===== src/inc/rsj_defines.vh =====
/*
  Shared constants for the remote system and jog I/O block:
  field widths, jog state codes, speed class codes and reset values.
  Assumes inclusion by bare name from the hdl files.
*/
`ifndef RSJ_DEFINES_VH
`define RSJ_DEFINES_VH

// Number of jog axes and spare status bits
`define RSJ_AXES          4
`define RSJ_SPARE_BITS    3

// Jog sequencer state codes
`define RSJ_ST_IDLE       1'b0
`define RSJ_ST_JOG        1'b1

// Speed class codes
`define RSJ_SPD_W         2
`define RSJ_SPD_INCH      2'h0
`define RSJ_SPD_LOW       2'h1
`define RSJ_SPD_HIGH      2'h2

// Direction encoding of the direction select bit
`define RSJ_DIR_PLUS      1'b0
`define RSJ_DIR_MINUS     1'b1

// Reset values
`define RSJ_AXIS_RST      4'h0
`define RSJ_SPARE_VAL     3'h0

`endif


===== src/hdl/jog_class_pick.v =====
/*
  Speed class priority picker for jog requests.
  Assumes the three select bits are synchronous to the clock.
*/
`timescale 1ns/1ps
`include "rsj_defines.vh"
module jog_class_pick (
  input  wire                  i_inch,
  input  wire                  i_low,
  input  wire                  i_high,
  output wire                  o_valid,
  output reg  [`RSJ_SPD_W-1:0] o_class
);

  assign o_valid = i_inch | i_low | i_high;

  always @* begin
    if (i_inch) begin
      o_class = `RSJ_SPD_INCH;
    end else if (i_low) begin
      o_class = `RSJ_SPD_LOW;
    end else begin
      o_class = `RSJ_SPD_HIGH;
    end
  end

endmodule // jog_class_pick


===== src/hdl/remote_sys_jog.v =====
/*
  Remote system control and jog handshake logic of a robot controller
  acting as a fieldbus remote device station.
  Assumes the fieldbus interface delivers request bits synchronous to
  I_CLK, and a motion core consumes the command pulses and reports state.
*/
`timescale 1ns/1ps
`include "rsj_defines.vh"
module remote_sys_jog (
  input  wire                  I_CLK,
  input  wire                  I_SRST,
  // Mode and environment
  input  wire                  i_EXT_POINT_MODE,
  input  wire                  i_LINK_OK,
  input  wire                  i_PENDANT_ACTIVE,
  input  wire                  i_PC_SW_ACTIVE,
  // System request bits from the master
  input  wire                  i_HOME_REQUEST_BIT,
  input  wire                  i_START_REQUEST_BIT,
  input  wire                  i_STOP_REQUEST_BIT,
  input  wire                  i_ERROR_RESET_REQUEST_BIT,
  // Jog request bits from the master
  input  wire [`RSJ_AXES-1:0]  i_AXIS_JOG_REQUEST,
  input  wire                  i_INCHING_SELECT,
  input  wire                  i_LOW_SPEED_JOG_SELECT,
  input  wire                  i_HIGH_SPEED_JOG_SELECT,
  input  wire                  i_JOG_DIRECTION_SELECT,
  // Motion core state
  input  wire                  i_PROG_EXECUTING,
  input  wire                  i_HOMING,
  input  wire                  i_ROBOT_MOVING,
  input  wire                  i_AT_TARGET,
  input  wire                  i_PAUSED,
  input  wire                  i_ALL_AXES_HOME,
  input  wire                  i_HOME_DONE,
  input  wire                  i_ERROR_EVENT,
  // Commands to the motion core
  output reg                   o_HOME_CMD,
  output reg                   o_START_CMD,
  output reg                   o_STEP_HALT,
  output reg                   o_ERROR_CLEAR,
  output reg  [`RSJ_AXES-1:0]  o_JOG_AXIS_MOVE,
  output reg  [`RSJ_SPD_W-1:0] o_JOG_SPEED,
  output reg                   o_JOG_DIR,
  // Status bits to the master
  output reg                   o_RUNNING_STATUS_BIT,
  output reg                   o_ERROR_STATUS_BIT,
  output reg                   o_IN_POSITION_STATUS_BIT,
  output reg                   o_HOMED_STATUS_BIT,
  output reg  [`RSJ_AXES-1:0]  o_AXIS_JOGGING,
  output reg                   o_JOG_READY,
  output wire [`RSJ_SPARE_BITS-1:0] o_SPARE_STATUS
);

  // Lowest set bit of a request vector, so a burst of several
  // rising requests still yields a single axis
  function [`RSJ_AXES-1:0] lowest_bit;
    input [`RSJ_AXES-1:0] v;
    begin
      lowest_bit = v & (~v + 4'h1);
    end
  endfunction

  wire [1:0]                sys_rise;
  wire [`RSJ_AXES-1:0]      jog_rise;
  wire                      class_valid;
  wire [`RSJ_SPD_W-1:0]     class_pick;
  wire [`RSJ_AXES-1:0]      axis_pick;
  wire                      normal_mode;
  wire                      stop_blocks;
  wire                      home_go;
  wire                      start_go;
  wire                      clear_ok;
  wire                      jog_accept;
  wire                      jog_end;
  wire                      ready_next;
  wire                      running_next;
  wire                      error_next;
  wire                      in_pos_next;
  wire                      homed_next;

  reg                       state_reg;
  reg                       state_next;
  reg  [`RSJ_AXES-1:0]      axis_reg;
  reg  [`RSJ_AXES-1:0]      axis_next;
  reg  [`RSJ_SPD_W-1:0]     speed_reg;
  reg  [`RSJ_SPD_W-1:0]     speed_next;
  reg                       dir_reg;
  reg                       dir_next;

  rise_detect #(
    .W (2)
  ) u_sys_edge (
    .i_clk   (I_CLK),
    .i_srst  (I_SRST),
    .i_level ({i_START_REQUEST_BIT, i_HOME_REQUEST_BIT}),
    .o_rise  (sys_rise)
  );

  rise_detect #(
    .W (`RSJ_AXES)
  ) u_jog_edge (
    .i_clk   (I_CLK),
    .i_srst  (I_SRST),
    .i_level (i_AXIS_JOG_REQUEST),
    .o_rise  (jog_rise)
  );

  jog_class_pick u_class (
    .i_inch  (i_INCHING_SELECT),
    .i_low   (i_LOW_SPEED_JOG_SELECT),
    .i_high  (i_HIGH_SPEED_JOG_SELECT),
    .o_valid (class_valid),
    .o_class (class_pick)
  );

  assign normal_mode = ~i_EXT_POINT_MODE;

  // Stop only gates requests in normal mode; external mode ignores it
  assign stop_blocks = i_STOP_REQUEST_BIT & normal_mode;

  // Home acts on the edge only, a held level does not retrigger
  assign home_go = sys_rise[0] & ~stop_blocks;

  // Start is edge-triggered so one press gives one resume
  assign start_go = sys_rise[1] & ~stop_blocks;

  // In normal mode an error may only be cleared with the program stopped
  assign clear_ok = i_ERROR_RESET_REQUEST_BIT &
                    (i_EXT_POINT_MODE | ~i_PROG_EXECUTING);

  always @(posedge I_CLK) begin
    if (I_SRST) begin
      o_HOME_CMD    <= 1'b0;
      o_START_CMD   <= 1'b0;
      o_STEP_HALT   <= 1'b0;
      o_ERROR_CLEAR <= 1'b0;
    end else begin
      o_HOME_CMD    <= home_go;
      o_START_CMD   <= start_go;
      o_STEP_HALT   <= stop_blocks;
      o_ERROR_CLEAR <= clear_ok & o_ERROR_STATUS_BIT;
    end
  end

  // Status bits

  assign running_next = normal_mode ? (i_PROG_EXECUTING | i_HOMING)
                                    : i_ROBOT_MOVING;

  // A new error wins over a clear in the same cycle
  assign error_next = i_ERROR_EVENT |
                      (o_ERROR_STATUS_BIT & ~clear_ok);

  assign in_pos_next = i_AT_TARGET & ~i_ROBOT_MOVING & ~i_PAUSED;

  // Homed drops on any new home command or when an axis leaves home
  assign homed_next = i_ALL_AXES_HOME & ~home_go &
                      ((i_HOME_DONE) | o_HOMED_STATUS_BIT);

  always @(posedge I_CLK) begin
    if (I_SRST) begin
      o_RUNNING_STATUS_BIT     <= 1'b0;
      o_ERROR_STATUS_BIT       <= 1'b0;
      o_IN_POSITION_STATUS_BIT <= 1'b0;
      o_HOMED_STATUS_BIT       <= 1'b0;
    end else begin
      o_RUNNING_STATUS_BIT     <= running_next;
      o_ERROR_STATUS_BIT       <= error_next;
      o_IN_POSITION_STATUS_BIT <= in_pos_next;
      o_HOMED_STATUS_BIT       <= homed_next;
    end
  end

  // Jog sequencer

  // Ready is registered from the next-cycle state and status values, so the master and
  // the acceptance logic look at the same value
  assign ready_next = (state_next == `RSJ_ST_IDLE) &
                      ~i_PENDANT_ACTIVE &
                      ~i_PC_SW_ACTIVE &
                      ~running_next &
                      ~error_next;

  assign axis_pick = lowest_bit(jog_rise);

  // A request with no speed class is refused rather than guessed
  assign jog_accept = o_JOG_READY & (|jog_rise) & class_valid;

  assign jog_end = ~(|(i_AXIS_JOG_REQUEST & axis_reg)) | ~i_LINK_OK;

  always @* begin
    state_next = state_reg;
    axis_next  = axis_reg;
    speed_next = speed_reg;
    dir_next   = dir_reg;
    case (state_reg)
      `RSJ_ST_IDLE: begin
        if (jog_accept) begin
          state_next = `RSJ_ST_JOG;
          axis_next  = axis_pick;
          speed_next = class_pick;
          dir_next   = i_JOG_DIRECTION_SELECT;
        end
      end
      `RSJ_ST_JOG: begin
        // Select bits are not looked at here, so changes mid-jog are ignored
        if (jog_end) begin
          state_next = `RSJ_ST_IDLE;
          axis_next  = `RSJ_AXIS_RST;
        end
      end
      default: begin
        state_next = `RSJ_ST_IDLE;
        axis_next  = `RSJ_AXIS_RST;
      end
    endcase
  end

  always @(posedge I_CLK) begin
    if (I_SRST) begin
      state_reg <= `RSJ_ST_IDLE;
      axis_reg  <= `RSJ_AXIS_RST;
      speed_reg <= `RSJ_SPD_INCH;
      dir_reg   <= `RSJ_DIR_PLUS;
    end else begin
      state_reg <= state_next;
      axis_reg  <= axis_next;
      speed_reg <= speed_next;
      dir_reg   <= dir_next;
    end
  end

  // Status flips in the accept cycle; motion follows one cycle later,
  // and on release motion and status drop together
  always @(posedge I_CLK) begin
    if (I_SRST) begin
      o_AXIS_JOGGING  <= `RSJ_AXIS_RST;
      o_JOG_READY     <= 1'b0;
      o_JOG_AXIS_MOVE <= `RSJ_AXIS_RST;
      o_JOG_SPEED     <= `RSJ_SPD_INCH;
      o_JOG_DIR       <= `RSJ_DIR_PLUS;
    end else begin
      o_AXIS_JOGGING  <= axis_next;
      o_JOG_READY     <= ready_next;
      o_JOG_AXIS_MOVE <= (state_reg == `RSJ_ST_JOG && !jog_end) ? axis_reg
                                                               : `RSJ_AXIS_RST;
      o_JOG_SPEED     <= speed_reg;
      o_JOG_DIR       <= dir_reg;
    end
  end

  assign o_SPARE_STATUS = `RSJ_SPARE_VAL;

endmodule // remote_sys_jog


===== src/hdl/rise_detect.v =====
/*
  Rising edge detector for a vector of request bits.
  Assumes inputs synchronous to the clock.
*/
`timescale 1ns/1ps
module rise_detect #(
  parameter W = 4
) (
  input  wire         i_clk,
  input  wire         i_srst,
  input  wire [W-1:0] i_level,
  output wire [W-1:0] o_rise
);

  reg [W-1:0] prev_reg;

  // Previous sample clears to zero, so a level held through reset counts as a new edge
  always @(posedge i_clk) begin
    if (i_srst) begin
      prev_reg <= {W{1'b0}};
    end else begin
      prev_reg <= i_level;
    end
  end

  assign o_rise = i_level & ~prev_reg;

endmodule // rise_detect


===== config.mk =====
export PLATFORM = sky130hd
export DESIGN_NAME = remote_sys_jog
export DESIGN_NICKNAME = d
export VERILOG_FILES = /design/src/hdl/jog_class_pick.v /design/src/hdl/remote_sys_jog.v /design/src/hdl/rise_detect.v
export VERILOG_INCLUDE_DIRS = /design/src /design/src/inc
export SDC_FILE = /design/constraint.sdc
export NUM_CORES = 1
export LEC_CHECK = 0
export BUFFER_PORTS_ARGS = -buffer_cell sky130_fd_sc_hd__buf_4
export CORE_MARGIN = 10
export CORE_UTILIZATION = 52
export CTS_BUF_LIST = sky130_fd_sc_hd__clkbuf_8
export DETAILED_ROUTE_END_ITERATION = 8
export HOLD_SLACK_MARGIN = 0.1
export PLACE_DENSITY = 0.87
export REMOVE_ABC_BUFFERS = 1
export SYNTH_ARGS = -nofsm -noshare
export SYNTH_HDL_FRONTEND = slang
export SYNTH_SLANG_ARGS = --single-unit

===== constraint.sdc =====
create_clock -name I_CLK -period 2.3 [get_ports I_CLK]
set_input_delay 0 -clock I_CLK [delete_from_list [all_inputs] [get_ports I_CLK]]
set_output_delay 0 -clock I_CLK [all_outputs]
set_load 0.005 [all_outputs]

==> results.toml <==
[logic_synthesis]
synth_seq_cells = 30
synth.area.top_cells = "dfxtp_1 (54%), nor2b_1 (9.5%), nor2_1 (2.7%)"
syn_area_per_cell_um2 = 9.84
synth_cell_types = 29
ys_warn_count = 0
synth_top_cell_area_share = 0.535
netlist_area_um2 = 1120
synth_seq_area_share = 0.535
synth_top_cell_by_area = "dfxtp_1"
syn_inst = 114

[sta]
rsz0062_at_grt = "no"
worstMarginPinSlew_ns = 0.692
min_period_ns = 2.20
finalHoldViolations = 0
fin_worst_skew_ns = 0.00690
setup_viol = 0
drv_slew = 0
fin_crit_sh = 0.954
tns_ns = 0
max_slew_margin = 0.538
fmax_mhz = 456

[layout]
diodes = 0
layout_common_cells = "buf_4 (45), dlygate4sd3_1 (31), dfxtp_1 (30), nor2b_1 (17), nor2_1 (8)"
num-nets-final = 219
fin_area_um2 = 1870
instances_no_fill = 221
drive_gt1_frac = 0.284
postLayoutCoreUtil = 0.934
layout_commonest_cell = "buf_4"
synthToLayoutAreaGrowth_pct = 66.6

[setup_path]
cp.arrival_ns = 2.40
critPathKind = "in -> reg"
critPathLaunchType = "input pin"
crit_top_cell = "dlygate4sd3_1"
cp_top_family = "buffers and inverters"
critPathMaxStageDelay_ns = 0.62
cpMaxStageDelayCell = "dlygate4sd3_1"
r2r_cells = 4
critPathBufInv = 3
cp_max_fo = 6
cp.required_ns = 2.50
crit_cells = 7
endpoint_kind = "register"
cp_cell_sequence = "dlygate4sd3_1 -> buf_4 -> nor3_1 -> or3b_4 -> or4_1 -> dlygate4sd3_1 -> a21oi_1"

[cts]
cts_sinks = 30
cts-htree-levels = 2
cts_tree = "yes"
numCtsBuffers = 5
clock_path_buffers = 2
path_clk_slew_ns = 0.07
worstSkewPairLatency_ns = 0.29
post-cts-setup-buffer-count = 0
cts-root-buf = "clkbuf_8"

[placement]
place_area_um2 = 1470
portBuffers = 45
dp_hpwl_um = 2230
dp.cells = 182
place_congestion = 0.806

[drt]
route.detailed.drc = 0
first_pass_iters = 5
drt_iter0_markers = 87
vias = 1313
via_per_inst = 5.94
drt_wl_total_um = 4840
postRouteAntennaNets = 0
wl_per_cell_um = 21.9

[global_routing]
overflow = 0
grt_max_degree = 31
antenna_found_initial = 0
groute.usage.overall = 0.231
grt_pass1_wl_um = 7530
grt_pass1_vias = 1397

[power]
p_leak_uw = 0.000815
ir_drop_mv = 0.849
pwr_density_cell_nw_per_um2 = 604

[floorplan]
start_util = 0.561
coreArea_um2 = 2000
die_h_um = 66.5
dieArea_um2 = 4420
boundaryPins = 49
die_w_um = 66.5
rows = 16

[job]
drv_cap = 0

[min_path]
hold_class = "in -> reg"
hold_path_depth = 3

[outcome]
run_status = "complete, no violations"
-- worst register-to-register path: stages, from the launching register on --
cell           delay [ns]
dfxtp_1              0.36
or3b_4               0.44
or4_1                0.48
dlygate4sd3_1        0.62
a21oi_1              0.18
-- cell type report --
cell class / instances / area [um2]
Timing Repair Buffer: 76 / 648
Sequential cell: 30 / 601
Multi-Input combinational cell: 75 / 477
Fill cell: 69 / 133
Clock buffer: 6 / 82.6
Tap cell: 27 / 33.8
Inverter: 5 / 18.8
Clock inverter: 2 / 8.76
-- routing by layer --
layer  vias up  routed length, um  track usage
li1        549                  -            -
met1       615               1690        0.232
met2       126               2390        0.397
met3        23                481       0.0719
met4         0                278        0.160
met5         -                  0            0
-- logic make-up after synthesis --
kind of cell,after synthesis,synth area share
other,1,0.00334
buffers and inverters,11,0.0468
AO/OA/AOI/OAI,18,0.109
flip-flops,30,0.535
AND/OR/NAND/NOR,54,0.305
-- synth_stat cells --
cell type / number
dfxtp_1: 30
nor2b_1: 17
nor2_1: 8
inv_1: 5
o21ai_0: 5
a21oi_1: 4
nand2b_1: 4
and2_1: 3
buf_4: 3
clkbuf_1: 3
nand3_1: 3
nor3_1: 3
nor3b_1: 3
nor4b_1: 3
a22o_1: 2
nand2_1: 2
o32ai_1: 2
o41ai_1: 2
or4_1: 2
a2111oi_0: 1
a311oi_1: 1
conb_1: 1
nand4_1: 1
nand4b_1: 1
nor4_4: 1
o211ai_1: 1
or3_1: 1
or3_2: 1
or3b_4: 1
-- repair_timing --
action | 4_1_cts | 5_1_grt
setup endpoints to repair | 0 | 1
hold buffers | 31 | 0
resized for setup | 0 | 1
endpoints found under the hold margin | 23 | 0
-- power breakdown --
group / internal (uW) / switching, uW / leakage [uW]
sequential: 533 / 6.96 / 0.000245
combinational: 85.3 / 61.4 / 0.000517
clock: 237 / 206 / 0.0000524
-- final timing paths --
kind                  endpoint  slack (ns)              startpoint
hold / removal     o_STEP_HALT        0.19      i_STOP_REQUEST_BIT
setup / recovery  speed_reg[1]        0.10  i_LOW_SPEED_JOG_SELECT
setup reg to reg  speed_reg[1]        0.14               state_reg
hold reg to reg    o_START_CMD        0.43  u_sys_edge.prev_reg[1]
-- per-stage QoR --
step                hold WS [ns]  power (uW)  setup slack (ns)
finish                     0.191        1130             0.105
detailed placement         0.172         645             0.878
global placement           0.165         641             0.919
floorplan                 0.0691         584             0.935
global route               0.192        1160           0.00332
CTS                        0.126        1100             0.210
(Power assumes the default switching activity.)
